## config.mk

```make
export PLATFORM = sky130hd
export DESIGN_NAME = dlr_regbank
export DESIGN_NICKNAME = d
export VERILOG_FILES = /design/src/verilog/dlr_reset_sync.v /design/src/verilog/dlr_field_reg.v /design/src/verilog/dlr_regbank.v
export VERILOG_INCLUDE_DIRS = /design/src /design/src/verilog
export SDC_FILE = /design/constraint.sdc
export NUM_CORES = 1
export LEC_CHECK = 0
export BUFFER_PORTS_ARGS = -buffer_cell sky130_fd_sc_hd__buf_2
export CAP_MARGIN = 20
export CELL_PAD_IN_SITES_DETAIL_PLACEMENT = 0
export CELL_PAD_IN_SITES_GLOBAL_PLACEMENT = 1
export CORE_MARGIN = 4
export CORE_UTILIZATION = 39
export CTS_CLUSTER_SIZE = 16
export DETAILED_ROUTE_END_ITERATION = 10
export PLACE_DENSITY = 0.79
export SKIP_CTS_REPAIR_TIMING = 1
export SYNTH_ARGS = -nofsm -noshare
export SYNTH_HDL_FRONTEND = slang
export SYNTH_SLANG_ARGS = --single-unit
```

## constraint.sdc

```tcl
create_clock -name sys_clk -period 6.9 [get_ports sys_clk]
set_input_delay 1.035 -clock sys_clk [delete_from_list [all_inputs] [get_ports sys_clk]]
set_output_delay 1.035 -clock sys_clk [all_outputs]
set_load 0.01 [all_outputs]
```

## src/verilog/dlr_regbank_defines.vh

```
/*
 Register offsets, field positions, reset values and writable masks of the
 dual LED driver register bank. Assumes a 6-bit register address space.
*/
`ifndef DLR_REGBANK_DEFINES_VH
`define DLR_REGBANK_DEFINES_VH

// Register offsets
`define DLR_OFF_SYSTEM_CONFIG_ONE 6'h00
`define DLR_OFF_SYSTEM_CONFIG_TWO 6'h01
`define DLR_OFF_COMM_WATCHDOG_TAP 6'h02
`define DLR_OFF_CHANNEL_FAULT_FLAGS_A 6'h03
`define DLR_OFF_CHANNEL_FAULT_FLAGS_B 6'h04
`define DLR_OFF_DEVICE_CONDITION_FLAGS 6'h05
`define DLR_OFF_THERMAL_WARNING_LIMIT 6'h06
`define DLR_OFF_SLEEP_CONTROL 6'h07
`define DLR_OFF_CH1_CURRENT_REF_LOW 6'h08
`define DLR_OFF_CH1_CURRENT_REF_HIGH 6'h09
`define DLR_OFF_CH2_CURRENT_REF_LOW 6'h0a
`define DLR_OFF_CH2_CURRENT_REF_HIGH 6'h0b
`define DLR_OFF_PWM_COUNTER_DIVIDER 6'h0c
`define DLR_OFF_CH1_DUTY_LOW 6'h0d
`define DLR_OFF_CH1_DUTY_HIGH 6'h0e
`define DLR_OFF_CH2_DUTY_LOW 6'h0f
`define DLR_OFF_CH2_DUTY_HIGH 6'h10
`define DLR_OFF_CH1_ON_TIME 6'h11
`define DLR_OFF_CH2_ON_TIME 6'h12
`define DLR_OFF_CH1_INPUT_VOLTAGE_SAMPLE 6'h13
`define DLR_OFF_CH1_STRING_VOLTAGE_SAMPLE 6'h14
`define DLR_OFF_CH1_STRING_VOLTAGE_LIT_SAMPLE 6'h15
`define DLR_OFF_CH1_STRING_VOLTAGE_DARK_SAMPLE 6'h16
`define DLR_OFF_CH2_INPUT_VOLTAGE_SAMPLE 6'h17
`define DLR_OFF_CH2_STRING_VOLTAGE_SAMPLE 6'h18
`define DLR_OFF_CH2_STRING_VOLTAGE_LIT_SAMPLE 6'h19
`define DLR_OFF_CH2_STRING_VOLTAGE_DARK_SAMPLE 6'h1a
`define DLR_OFF_DIE_TEMPERATURE_LOW 6'h1b
`define DLR_OFF_DIE_TEMPERATURE_HIGH 6'h1c
`define DLR_OFF_FIVE_VOLT_RAIL_SAMPLE 6'h1d
`define DLR_OFF_FALLBACK_CONFIG_ONE 6'h1e
`define DLR_OFF_FALLBACK_CONFIG_TWO 6'h1f
`define DLR_OFF_FALLBACK_PIN_LEVEL_LOW 6'h20
`define DLR_OFF_FALLBACK_PIN_LEVEL_HIGH 6'h21
`define DLR_OFF_FALLBACK_PIN_FILTERED_LOW 6'h22
`define DLR_OFF_FALLBACK_PIN_FILTERED_HIGH 6'h23
`define DLR_OFF_FALLBACK_CH1_CURRENT_REF_LOW 6'h24
`define DLR_OFF_FALLBACK_CH1_CURRENT_REF_HIGH 6'h25
`define DLR_OFF_FALLBACK_CH2_CURRENT_REF_LOW 6'h26
`define DLR_OFF_FALLBACK_CH2_CURRENT_REF_HIGH 6'h27
`define DLR_OFF_FALLBACK_CH1_DUTY_LOW 6'h28
`define DLR_OFF_FALLBACK_CH1_DUTY_HIGH 6'h29
`define DLR_OFF_FALLBACK_CH2_DUTY_LOW 6'h2a
`define DLR_OFF_FALLBACK_CH2_DUTY_HIGH 6'h2b
`define DLR_OFF_FALLBACK_CH1_ON_TIME 6'h2c
`define DLR_OFF_FALLBACK_CH2_ON_TIME 6'h2d

// Fields of system_config_one
`define DLR_BIT_CH1_ENABLE 0
`define DLR_BIT_CH1_INTERNAL_PWM 1
`define DLR_BIT_CH2_ENABLE 2
`define DLR_BIT_CH2_INTERNAL_PWM 3
`define DLR_BIT_COMM_WATCHDOG_ENABLE 4
`define DLR_BIT_SOFTWARE_FALLBACK_REQUEST 5
`define DLR_BIT_INTERNAL_PWM_PHASE_SELECT 6
`define DLR_BIT_FAULT_OUTPUT_CLEAR 7

// Reset values
`define DLR_RST_ZERO 8'h00
`define DLR_RST_SYSTEM_CONFIG_ONE 8'h10
`define DLR_RST_COMM_WATCHDOG_TAP 8'h08
`define DLR_RST_THERMAL_WARNING_LIMIT 8'h8a
`define DLR_RST_PWM_COUNTER_DIVIDER 8'h04
`define DLR_RST_ON_TIME 8'h07

// Writable masks, reserved bits are held at zero
`define DLR_MSK_NONE 8'h00
`define DLR_MSK_2B 8'h03
`define DLR_MSK_3B 8'h07
`define DLR_MSK_4B 8'h0f
`define DLR_MSK_6B 8'h3f
`define DLR_MSK_8B 8'hff

`endif

```

## src/verilog/dlr_reset_sync.v

```verilog
/*
 Reset release synchroniser for the register bank.
 Assumes an active-low asynchronous reset; assertion is immediate,
 release reaches the design after two clock edges.
*/
`timescale 1ns/1ps
module dlr_reset_sync (
    // Clock and raw reset
    input wire sys_clk,
    input wire arst_n,
    // Synchronised reset
    output wire rst_n
);
    reg meta_reg;
    reg sync_reg;

    always @(posedge sys_clk or negedge arst_n) begin
        if (!arst_n) begin
            meta_reg <= 1'b0;
            sync_reg <= 1'b0;
        end else begin
            meta_reg <= 1'b1;
            sync_reg <= meta_reg;
        end
    end

    assign rst_n = sync_reg;
endmodule // dlr_reset_sync

```

## src/verilog/dlr_field_reg.v

```verilog
/*
 One host-writable 8-bit register with reset value and writable mask.
 Assumes a synchronised active-low reset; bits outside the mask stay zero.
*/
`timescale 1ns/1ps
module dlr_field_reg #(
    parameter [7:0] RST_VAL = 8'h00,
    parameter [7:0] MASK = 8'hff
) (
    // Clock and reset
    input wire sys_clk,
    input wire rst_n,
    // Write strobe and data
    input wire wr_en,
    input wire [7:0] wdata,
    // Stored value
    output wire [7:0] q
);
    reg [7:0] q_reg;

    always @(posedge sys_clk or negedge rst_n) begin
        if (!rst_n) begin
            q_reg <= RST_VAL & MASK;
        end else if (wr_en) begin
            q_reg <= wdata & MASK;
        end
    end

    assign q = q_reg;
endmodule // dlr_field_reg

```

## src/verilog/dlr_regbank.v

```verilog
/*
 Register array of the dual LED driver: configuration, fallback set and
 readback of status and sample values, on a plain byte register port.
 Assumes the serial front end presents one-cycle read and write strobes
 with a stable address and data, and that status and sample inputs are
 synchronous to sys_clk.
*/
// Behaviour
// - 8-bit registers, 6-bit address, 0x00..0x3F
// - Reset loads every register default value
// - Unlisted address reads return zero
// - Registers read/write unless described otherwise
// - Fault clear bit write-only, reads zero
// - Comm failure sets fallback; zero write clears
// - Watchdog enable resets to one
// - Phase bit zero offset, one aligned
`timescale 1ns/1ps
`include "dlr_regbank_defines.vh"
module dlr_regbank (
    // Clock and reset
    input wire sys_clk,
    input wire arst_n,
    // Register port
    input wire reg_wr_en,
    input wire reg_rd_en,
    input wire [5:0] reg_addr,
    input wire [7:0] reg_wdata,
    output wire [7:0] reg_rdata,
    output wire reg_rd_valid,
    // Events
    input wire comm_fail_evt,
    // Status inputs
    input wire [7:0] channel_fault_flags_a,
    input wire [7:0] channel_fault_flags_b,
    input wire [7:0] device_condition_flags,
    // Sample inputs
    input wire [7:0] ch1_input_voltage,
    input wire [7:0] ch1_string_voltage,
    input wire [7:0] ch1_string_voltage_lit,
    input wire [7:0] ch1_string_voltage_dark,
    input wire [7:0] ch2_input_voltage,
    input wire [7:0] ch2_string_voltage,
    input wire [7:0] ch2_string_voltage_lit,
    input wire [7:0] ch2_string_voltage_dark,
    input wire [9:0] die_temperature,
    input wire [7:0] five_volt_rail,
    input wire [9:0] fallback_pin_level,
    input wire [9:0] fallback_pin_filtered,
    // System configuration
    output wire ch1_enable,
    output wire ch1_internal_pwm,
    output wire ch2_enable,
    output wire ch2_internal_pwm,
    output wire comm_watchdog_enable,
    output wire software_fallback_request,
    output wire internal_pwm_phase_select,
    output wire internal_pwm_offset_half,
    output wire fault_output_clear,
    output wire [7:0] system_config_two,
    output wire [3:0] comm_watchdog_tap,
    output wire [7:0] thermal_warning_limit,
    output wire [1:0] sleep_control,
    // Channel settings
    output wire [9:0] ch1_analog_current_reference,
    output wire [9:0] ch2_analog_current_reference,
    output wire [2:0] pwm_counter_divider,
    output wire [9:0] ch1_duty,
    output wire [9:0] ch2_duty,
    output wire [5:0] ch1_on_time,
    output wire [5:0] ch2_on_time,
    // Fallback settings
    output wire [7:0] fallback_config_one,
    output wire [7:0] fallback_config_two,
    output wire [9:0] fallback_ch1_analog_current_reference,
    output wire [9:0] fallback_ch2_analog_current_reference,
    output wire [9:0] fallback_ch1_duty,
    output wire [9:0] fallback_ch2_duty,
    output wire [5:0] fallback_ch1_on_time,
    output wire [5:0] fallback_ch2_on_time
);
    // {reset value, writable mask} of each generic read/write register
    function [15:0] reg_spec;
        input integer a;
        begin
            case (a)
                `DLR_OFF_SYSTEM_CONFIG_TWO:
                    reg_spec = {`DLR_RST_ZERO, `DLR_MSK_8B};
                `DLR_OFF_COMM_WATCHDOG_TAP:
                    reg_spec = {`DLR_RST_COMM_WATCHDOG_TAP, `DLR_MSK_4B};
                `DLR_OFF_THERMAL_WARNING_LIMIT:
                    reg_spec = {`DLR_RST_THERMAL_WARNING_LIMIT, `DLR_MSK_8B};
                `DLR_OFF_SLEEP_CONTROL:
                    reg_spec = {`DLR_RST_ZERO, `DLR_MSK_2B};
                `DLR_OFF_CH1_CURRENT_REF_LOW:
                    reg_spec = {`DLR_RST_ZERO, `DLR_MSK_2B};
                `DLR_OFF_CH1_CURRENT_REF_HIGH:
                    reg_spec = {`DLR_RST_ZERO, `DLR_MSK_8B};
                `DLR_OFF_CH2_CURRENT_REF_LOW:
                    reg_spec = {`DLR_RST_ZERO, `DLR_MSK_2B};
                `DLR_OFF_CH2_CURRENT_REF_HIGH:
                    reg_spec = {`DLR_RST_ZERO, `DLR_MSK_8B};
                `DLR_OFF_PWM_COUNTER_DIVIDER:
                    reg_spec = {`DLR_RST_PWM_COUNTER_DIVIDER, `DLR_MSK_3B};
                `DLR_OFF_CH1_DUTY_LOW:
                    reg_spec = {`DLR_RST_ZERO, `DLR_MSK_8B};
                `DLR_OFF_CH1_DUTY_HIGH:
                    reg_spec = {`DLR_RST_ZERO, `DLR_MSK_2B};
                `DLR_OFF_CH2_DUTY_LOW:
                    reg_spec = {`DLR_RST_ZERO, `DLR_MSK_8B};
                `DLR_OFF_CH2_DUTY_HIGH:
                    reg_spec = {`DLR_RST_ZERO, `DLR_MSK_2B};
                `DLR_OFF_CH1_ON_TIME:
                    reg_spec = {`DLR_RST_ON_TIME, `DLR_MSK_6B};
                `DLR_OFF_CH2_ON_TIME:
                    reg_spec = {`DLR_RST_ON_TIME, `DLR_MSK_6B};
                `DLR_OFF_FALLBACK_CONFIG_ONE:
                    reg_spec = {`DLR_RST_ZERO, `DLR_MSK_8B};
                `DLR_OFF_FALLBACK_CONFIG_TWO:
                    reg_spec = {`DLR_RST_ZERO, `DLR_MSK_8B};
                `DLR_OFF_FALLBACK_CH1_CURRENT_REF_LOW:
                    reg_spec = {`DLR_RST_ZERO, `DLR_MSK_2B};
                `DLR_OFF_FALLBACK_CH1_CURRENT_REF_HIGH:
                    reg_spec = {`DLR_RST_ZERO, `DLR_MSK_8B};
                `DLR_OFF_FALLBACK_CH2_CURRENT_REF_LOW:
                    reg_spec = {`DLR_RST_ZERO, `DLR_MSK_2B};
                `DLR_OFF_FALLBACK_CH2_CURRENT_REF_HIGH:
                    reg_spec = {`DLR_RST_ZERO, `DLR_MSK_8B};
                `DLR_OFF_FALLBACK_CH1_DUTY_LOW:
                    reg_spec = {`DLR_RST_ZERO, `DLR_MSK_8B};
                `DLR_OFF_FALLBACK_CH1_DUTY_HIGH:
                    reg_spec = {`DLR_RST_ZERO, `DLR_MSK_2B};
                `DLR_OFF_FALLBACK_CH2_DUTY_LOW:
                    reg_spec = {`DLR_RST_ZERO, `DLR_MSK_8B};
                `DLR_OFF_FALLBACK_CH2_DUTY_HIGH:
                    reg_spec = {`DLR_RST_ZERO, `DLR_MSK_2B};
                `DLR_OFF_FALLBACK_CH1_ON_TIME:
                    reg_spec = {`DLR_RST_ON_TIME, `DLR_MSK_6B};
                `DLR_OFF_FALLBACK_CH2_ON_TIME:
                    reg_spec = {`DLR_RST_ON_TIME, `DLR_MSK_6B};
                default:
                    reg_spec = {`DLR_RST_ZERO, `DLR_MSK_NONE};
            endcase
        end
    endfunction

    wire rst_n;
    wire [7:0] rw_q [0:63];
    wire cfg1_wr;
    reg [6:0] cfg1_reg;
    reg [6:0] cfg1_next;
    reg fault_clear_reg;
    reg offset_half_reg;
    localparam [7:0] CFG1_RST = `DLR_RST_SYSTEM_CONFIG_ONE;
    reg [7:0] rdata_reg;
    reg [7:0] rdata_next;
    reg rd_valid_reg;

    dlr_reset_sync u_reset_sync (
        .sys_clk(sys_clk),
        .arst_n(arst_n),
        .rst_n(rst_n)
    );

    genvar gi;
    generate
        for (gi = 0; gi < 64; gi = gi + 1) begin : g_rw
            localparam [15:0] SPEC = reg_spec(gi);
            if (SPEC[7:0] != 8'h00) begin : g_reg
                wire hit;
                assign hit = reg_wr_en && ({26'd0, reg_addr} == gi);
                dlr_field_reg #(
                    .RST_VAL(SPEC[15:8]),
                    .MASK(SPEC[7:0])
                ) u_reg (
                    .sys_clk(sys_clk),
                    .rst_n(rst_n),
                    .wr_en(hit),
                    .wdata(reg_wdata),
                    .q(rw_q[gi])
                );
            end else begin : g_none
                assign rw_q[gi] = 8'h00;
            end
        end
    endgenerate

    // System configuration one is kept here: hardware also sets bit 5
    assign cfg1_wr = reg_wr_en && (reg_addr == `DLR_OFF_SYSTEM_CONFIG_ONE);

    always @* begin
        cfg1_next = cfg1_reg;
        if (cfg1_wr) begin
            cfg1_next = reg_wdata[6:0];
        end
        if (comm_fail_evt) begin
            cfg1_next[`DLR_BIT_SOFTWARE_FALLBACK_REQUEST] = 1'b1;
        end
    end

    always @(posedge sys_clk or negedge rst_n) begin
        if (!rst_n) begin
            cfg1_reg <= CFG1_RST[6:0];
            offset_half_reg <= ~CFG1_RST[`DLR_BIT_INTERNAL_PWM_PHASE_SELECT];
            fault_clear_reg <= 1'b0;
        end else begin
            cfg1_reg <= cfg1_next;
            // own flop, so the output is registered
            offset_half_reg <= ~cfg1_next[`DLR_BIT_INTERNAL_PWM_PHASE_SELECT];
            fault_clear_reg <= cfg1_wr & reg_wdata[`DLR_BIT_FAULT_OUTPUT_CLEAR];
        end
    end

    // Read multiplexer; sample registers show live inputs, no capture
    always @* begin
        case (reg_addr)
            `DLR_OFF_SYSTEM_CONFIG_ONE:
                rdata_next = {1'b0, cfg1_reg};
            `DLR_OFF_CHANNEL_FAULT_FLAGS_A:
                rdata_next = channel_fault_flags_a;
            `DLR_OFF_CHANNEL_FAULT_FLAGS_B:
                rdata_next = channel_fault_flags_b & `DLR_MSK_6B;
            `DLR_OFF_DEVICE_CONDITION_FLAGS:
                rdata_next = device_condition_flags;
            `DLR_OFF_CH1_INPUT_VOLTAGE_SAMPLE:
                rdata_next = ch1_input_voltage;
            `DLR_OFF_CH1_STRING_VOLTAGE_SAMPLE:
                rdata_next = ch1_string_voltage;
            `DLR_OFF_CH1_STRING_VOLTAGE_LIT_SAMPLE:
                rdata_next = ch1_string_voltage_lit;
            `DLR_OFF_CH1_STRING_VOLTAGE_DARK_SAMPLE:
                rdata_next = ch1_string_voltage_dark;
            `DLR_OFF_CH2_INPUT_VOLTAGE_SAMPLE:
                rdata_next = ch2_input_voltage;
            `DLR_OFF_CH2_STRING_VOLTAGE_SAMPLE:
                rdata_next = ch2_string_voltage;
            `DLR_OFF_CH2_STRING_VOLTAGE_LIT_SAMPLE:
                rdata_next = ch2_string_voltage_lit;
            `DLR_OFF_CH2_STRING_VOLTAGE_DARK_SAMPLE:
                rdata_next = ch2_string_voltage_dark;
            `DLR_OFF_DIE_TEMPERATURE_LOW:
                rdata_next = {6'h00, die_temperature[1:0]};
            `DLR_OFF_DIE_TEMPERATURE_HIGH:
                rdata_next = die_temperature[9:2];
            `DLR_OFF_FIVE_VOLT_RAIL_SAMPLE:
                rdata_next = five_volt_rail;
            `DLR_OFF_FALLBACK_PIN_LEVEL_LOW:
                rdata_next = {6'h00, fallback_pin_level[1:0]};
            `DLR_OFF_FALLBACK_PIN_LEVEL_HIGH:
                rdata_next = fallback_pin_level[9:2];
            `DLR_OFF_FALLBACK_PIN_FILTERED_LOW:
                rdata_next = {6'h00, fallback_pin_filtered[1:0]};
            `DLR_OFF_FALLBACK_PIN_FILTERED_HIGH:
                rdata_next = fallback_pin_filtered[9:2];
            default:
                rdata_next = rw_q[reg_addr];
        endcase
    end

    // Read data holds until the next read so the serializer may take it late
    always @(posedge sys_clk or negedge rst_n) begin
        if (!rst_n) begin
            rdata_reg <= 8'h00;
            rd_valid_reg <= 1'b0;
        end else begin
            rd_valid_reg <= reg_rd_en;
            if (reg_rd_en) begin
                rdata_reg <= rdata_next;
            end
        end
    end

    assign reg_rdata = rdata_reg;
    assign reg_rd_valid = rd_valid_reg;

    assign ch1_enable = cfg1_reg[`DLR_BIT_CH1_ENABLE];
    assign ch1_internal_pwm = cfg1_reg[`DLR_BIT_CH1_INTERNAL_PWM];
    assign ch2_enable = cfg1_reg[`DLR_BIT_CH2_ENABLE];
    assign ch2_internal_pwm = cfg1_reg[`DLR_BIT_CH2_INTERNAL_PWM];
    assign comm_watchdog_enable = cfg1_reg[`DLR_BIT_COMM_WATCHDOG_ENABLE];
    assign software_fallback_request = cfg1_reg[`DLR_BIT_SOFTWARE_FALLBACK_REQUEST];
    assign internal_pwm_phase_select = cfg1_reg[`DLR_BIT_INTERNAL_PWM_PHASE_SELECT];
    assign internal_pwm_offset_half = offset_half_reg;
    assign fault_output_clear = fault_clear_reg;

    assign system_config_two = rw_q[`DLR_OFF_SYSTEM_CONFIG_TWO];
    assign comm_watchdog_tap = rw_q[`DLR_OFF_COMM_WATCHDOG_TAP][3:0];
    assign thermal_warning_limit = rw_q[`DLR_OFF_THERMAL_WARNING_LIMIT];
    assign sleep_control = rw_q[`DLR_OFF_SLEEP_CONTROL][1:0];
    assign pwm_counter_divider = rw_q[`DLR_OFF_PWM_COUNTER_DIVIDER][2:0];
    assign ch1_on_time = rw_q[`DLR_OFF_CH1_ON_TIME][5:0];
    assign ch2_on_time = rw_q[`DLR_OFF_CH2_ON_TIME][5:0];

    // reference low register gives bits 1:0
    assign ch1_analog_current_reference = {rw_q[`DLR_OFF_CH1_CURRENT_REF_HIGH],
                                           rw_q[`DLR_OFF_CH1_CURRENT_REF_LOW][1:0]};
    assign ch2_analog_current_reference = {rw_q[`DLR_OFF_CH2_CURRENT_REF_HIGH],
                                           rw_q[`DLR_OFF_CH2_CURRENT_REF_LOW][1:0]};
    // duty low register gives bits 7:0
    assign ch1_duty = {rw_q[`DLR_OFF_CH1_DUTY_HIGH][1:0], rw_q[`DLR_OFF_CH1_DUTY_LOW]};
    assign ch2_duty = {rw_q[`DLR_OFF_CH2_DUTY_HIGH][1:0], rw_q[`DLR_OFF_CH2_DUTY_LOW]};

    assign fallback_config_one = rw_q[`DLR_OFF_FALLBACK_CONFIG_ONE];
    assign fallback_config_two = rw_q[`DLR_OFF_FALLBACK_CONFIG_TWO];
    assign fallback_ch1_analog_current_reference = {rw_q[`DLR_OFF_FALLBACK_CH1_CURRENT_REF_HIGH],
                                                    rw_q[`DLR_OFF_FALLBACK_CH1_CURRENT_REF_LOW][1:0]};
    assign fallback_ch2_analog_current_reference = {rw_q[`DLR_OFF_FALLBACK_CH2_CURRENT_REF_HIGH],
                                                    rw_q[`DLR_OFF_FALLBACK_CH2_CURRENT_REF_LOW][1:0]};
    assign fallback_ch1_duty = {rw_q[`DLR_OFF_FALLBACK_CH1_DUTY_HIGH][1:0],
                                rw_q[`DLR_OFF_FALLBACK_CH1_DUTY_LOW]};
    assign fallback_ch2_duty = {rw_q[`DLR_OFF_FALLBACK_CH2_DUTY_HIGH][1:0],
                                rw_q[`DLR_OFF_FALLBACK_CH2_DUTY_LOW]};
    assign fallback_ch1_on_time = rw_q[`DLR_OFF_FALLBACK_CH1_ON_TIME][5:0];
    assign fallback_ch2_on_time = rw_q[`DLR_OFF_FALLBACK_CH2_ON_TIME][5:0];
endmodule // dlr_regbank

```

# Word-level counts from Yosys, hierarchy flattened
# Index checks and enable logic that the tools add are counted.
# Widths: inputs -> output; s select.
dict set report word_totals {
  ff_bits 165
  out_inout_bits 163
  wordCells 121
}
dict set report classes {
  order_cmp 1
  n_eq_ne 45
  mux 6
  bitwise 3
  reduce_logical 30
}
# operator n
set ops {}
lappend ops {{$pmux 8 s19} 1}
lappend ops {{$eq 6x5->1 const B} 16}
lappend ops {{$eq 6x6->1 const B} 14}
lappend ops {{$bmux 8 s6} 1}
lappend ops {{$eq 6x4->1 const B} 8}
lappend ops {{$logic_and 1x1->1} 28}
lappend ops {{$eq 6x3->1 const B} 4}
lappend ops {{$mux 8} 2}
lappend ops {{$eq 6x2->1 const B} 2}
lappend ops {{$ge 7x7->1 const B} 1}
lappend ops {{$mux 7} 1}
lappend ops {{$not 6->7} 1}
lappend ops {{$eq 6x1->1 const B} 1}
lappend ops {{$logic_not 6->1} 1}
lappend ops {{$reduce_bool 2->1} 1}
lappend ops {{$and 1x1->1} 1}
lappend ops {{$mux 1} 1}
lappend ops {{$not 1->1} 1}

# Longest topological paths before layout
dict set report depth {
  depth_word 5
  depth_mapped 11
  mapped_depth_nobuf 6
}

# Cells and area by module
# From an unflattened synthesis, not the netlist that was laid out.
dict set report unflattened {
  hier_cells 903
  hier_area_um2 10690.3
}
# module n_inst cells_per_inst area_each_um2 seq_area_each_um2
set modules_own_cells {}
lappend modules_own_cells {dlr_regbank 1 508 4134.0 452.9}
lappend modules_own_cells {{dlr_field_reg (g_rw[11].g_reg.u_reg ...)} 11 17 331.6 200.2}
lappend modules_own_cells {{dlr_field_reg (g_rw[17].g_reg.u_reg ...)} 4 16 274.0 153.9}
lappend modules_own_cells {{dlr_field_reg (g_rw[10].g_reg.u_reg ...)} 9 11 121.4 50.0}
lappend modules_own_cells {{dlr_field_reg (g_rw[6].g_reg.u_reg)} 1 17 335.3 203.9}
lappend modules_own_cells {{dlr_field_reg (g_rw[2].g_reg.u_reg)} 1 13 180.2 101.3}
lappend modules_own_cells {{dlr_field_reg (g_rw[12].g_reg.u_reg)} 1 12 151.4 76.3}
lappend modules_own_cells {dlr_reset_sync 1 3 53.8 50.0}

# Least setup slack after synthesis
# OpenSTA, ideal clock, no wires.
dict set report synth_timing {
  path_type {input to register}
  startpoint {in reg_addr[0]}
  endpoint {reg rdata_reg[0] (netlist: reg_rdata[0])}
  setup_ps 123
  t_arrival_ps 2644
  path_slack_ps 4133
  stages 7
  n_path_buf 2
  path_cell_list {buf_2 > buf_6 > mux4_2 > a32oi_1 > o31ai_1 > or4b_1 > o221a_2}
}
dict set report synth_via {
  elab_chain_len 5
  word_cells_on_any_way 24
  cone_classes {eq/ne: 18; mux: 4; bitwise: 1; reduce/logical: 1}
}
# element line_no
set synth_rtl {}
lappend synth_rtl {{start, declared} dlr_regbank.v:26} ;# input wire [5:0] reg_addr,
lappend synth_rtl {{$not 6->7 (not written as such)} dlr_regbank.v:255} ;# rdata_next = rw_q[reg_addr];
lappend synth_rtl {{$bmux 8 s6} dlr_regbank.v:255}
lappend synth_rtl {{$mux 8 (not written as such) (2 in series)} dlr_regbank.v:255}
lappend synth_rtl {{$pmux 8 s19 *} dlr_regbank.v:215} ;# case (reg_addr)
lappend synth_rtl {{end signal, assigned} dlr_regbank.v:267} ;# rdata_reg <= rdata_next;
lappend synth_rtl {{end, declared} dlr_regbank.v:154} ;# reg [7:0] rdata_reg;
# Every way passes the cells marked *; elsewhere a longest branch is shown, timed or not. The select of a mux whose other input is x is not followed.
# A chain may end at the register's enable or synchronous reset.

# Worst setup path after layout
# Ends and elaborated chain as after synthesis.

==> flow_metrics.tcl <==
set metrics [dict create \
    drv_slew 0 \
    critical_path_class "in -> reg" \
    p_seq_frac 0.439 \
    ant_nets 0 \
    final_cell_area_mm2 0.0111 \
    top_usage_layer "met2" \
    clk_path_buf_depth 2 \
    vias 7925 \
    cpMostUsedCell "o21ai_0" \
    p_comb_frac 0.217 \
    worstPathArrival_ns 4.00 \
    drc_errors 0 \
    dp_cells 1297 \
    dpl-instance-area_mm2 0.0105 \
    rsz0062_at_grt "no" \
    post-route-min-period_ns 3.68 \
    setup_viol 0 \
    final_core_util 0.503 \
    synth_seq_cells 165 \
    drive_above_1_share 0.532 \
    maxCapViolCount 0 \
    met1_usage 0.374 \
    worstMarginPinSlew_ns 1.14 \
    netSwitchingPower_w 0.000865 \
    die_w_um 159 \
    initial_core_util 0.400 \
    place.gp.congestion 0.912 \
    yosys.area.top_type "dfrtp_1" \
    clkTransAtPathRegs_ns 0.07 \
    swShare 0.314 \
    finalNetCount 1181 \
    hold_viol 0 \
    wire_per_inst_um 28.1 \
    synth_area_leaders "dfrtp_1 (41%), mux2_2 (21%), dfstp_2 (5.6%), a32oi_1 (2.9%), mux2i_1 (2.8%)" \
    areaGrowthSynthToFinish_pct 25.5 \
    cts_root_buf "clkbuf_16" \
    worstSetupStartpoint "reg_addr[0]" \
    grt_pass1_vias 8068 \
    avgSynthCellArea_um2 11.6 \
    grt.overflow.total 0 \
    gr-usage-met2 0.478 \
    coreArea_mm2 0.0221 \
    die_area_mm2 0.0252 \
    cellPowerDensity_mw_per_mm2 248 \
    p_leak_nw 5.42 \
    min_period_over_period 0.533 \
    first_pass_iters 7 \
    endpoint_kind "flop" \
    synth.distinct_cells 63 \
    h-tree-depth 4 \
    antenna_found_initial 1 \
    grt_max_degree 77 \
    grt_usage 0.290 \
    dp_hpwl_um 28000 \
    crit_buf_inv 2 \
    path_delay_family "buffers and inverters" \
    crit_slowest_cell "buf_2" \
    synth_seq_area_share 0.469 \
    clock_latency_ns 0.44 \
    crit_fanout 33 \
    ioPinCount 308 \
    finalNonFillerCells 1330 \
    hp-class "reg -> async" \
    grt_pass1_wl_um 53200 \
    synth-edff-count 0 \
    io_buffers 305 \
    via_per_inst 5.96 \
    use_met3 0.0661 \
    cts_tree "done" \
    startpoint_type "input pin" \
    numCtsBuffers 17 \
    syn_area_mm2 0.00885 \
    tns_ns 0 \
    p_int_w 0.00189 \
    cts_sinks 165 \
    syn_nets 906 \
    p_clk_frac 0.343 \
    r2r-start "g_rw[11].g_reg.u_reg.q[0]" \
    synthArstFlopShare 1.00 \
    ys.flop_type "dfrtp_1" \
    synth_top_cell_area_share 0.413 \
    totalWireLength_um 37400 \
    syn_inst 761 \
    cpPeakStageDelay_ns 0.66 \
    slew-limit-headroom 0.232 \
    critical_path_required_ns 7.23 \
    clock_skew_ns 0.0147 \
    status "finished clean" \
    vdd_drop_max_v 0.000167 \
    drtIter0Drc 681 \
    path_cells "buf_2, buf_4, mux4_2, nand2_1, o21ai_0, o21ai_0, or4b_1, o221a_2" \
    fp-row-count 54 \
    ys_warn_count 0 \
    die_h_um 159 \
    max_freq_mhz 272 \
    largest_register_ffs 145 \
]
## synthesized netlist by cell type (all sizes together) (10+ instances only)
cell type,number
nand4,13
a32oi,29
o21ai,18
dfrtp,146
dfstp,19
a31oi,10
mux2i,25
nand3,26
a22oi,25
mux2,166
buf,39
nor2,34
clkbuf,22
nor3,21
a21oi,10
nand2,38
## power by group through the flow
stage          Sequential [W]  Combinational, W  Clock [W]
2_1_floorplan         0.00128          0.000245          0
3_3_place_gp          0.00122          0.000593          0
3_5_place_dp          0.00123          0.000600          0
4_1_cts               0.00121          0.000602   0.000958
5_1_grt               0.00123          0.000642    0.00100
6_report              0.00121          0.000598   0.000945
## routing by layer
layer,vias up,wire (um)
li1,3469,-
met3,59,2890
met1,4010,15400
met2,387,17800
met4,0,1340
met5,-,0
## cells in the final DEF, fill, tap and decap left out, types with 13 or more instances in the layout
cell type	n
mux2_2	166
clkbuf_16	17
nand2_1	37
nand4_1	13
buf_2	305
o21ai_0	18
nor2_1	32
nor3_1	17
mux2i_1	25
nand3_1	26
dfstp_2	19
a32oi_1	29
a22oi_1	25
dfrtp_1	145
## area by class of cell
| type | count | area, um2 |
|---|---|---|
| fillers | 2117 | 11000 |
| clock inverters | 14 | 141 |
| inverters | 8 | 30.0 |
| multi-input cells | 527 | 4370 |
| clock buffers | 18 | 439 |
| repair buffers | 317 | 1620 |
| diodes | 1 | 2.50 |
| flip-flops and latches | 165 | 4160 |
| well taps | 280 | 350 |
## through the flow
stage,total power (W),setup WS (ns),hold WS (ns)
after floorplan,0.00152,2.00,0.331
final,0.00275,3.22,0.274
after global routing,0.00287,3.16,0.314
after global placement,0.00181,2.81,0.288
after detailed placement,0.00182,2.82,0.290
after CTS,0.00277,3.28,0.292
## cells by family (layout without fill, tap and decap cells)
kind of cell,after synthesis,count (layout),synth area share
buf+inv,69,357,0.0379
other cells,1,2,0.000424
compound gates,146,146,0.126
mux,198,198,0.257
flops,165,165,0.469
simple gates,182,182,0.109
## worst paths after layout
check | depth (start not counted) | slack [ns] | end
max | 8 | 3.22 | reg_rdata[0]
min | 0 | 0.27 | g_rw[9].g_reg.u_reg.q[4]
max reg2reg | 6 | 4.72 | reg_rdata[0]
min reg2reg | 0 | 0.27 | g_rw[9].g_reg.u_reg.q[4]
max in group asynchronous | 1 | 5.29 | g_rw[16].g_reg.u_reg.q[0]
min in group sys_clk | 0 | 0.35 | u_reset_sync.rst_n
(Power assumes the default switching activity.)
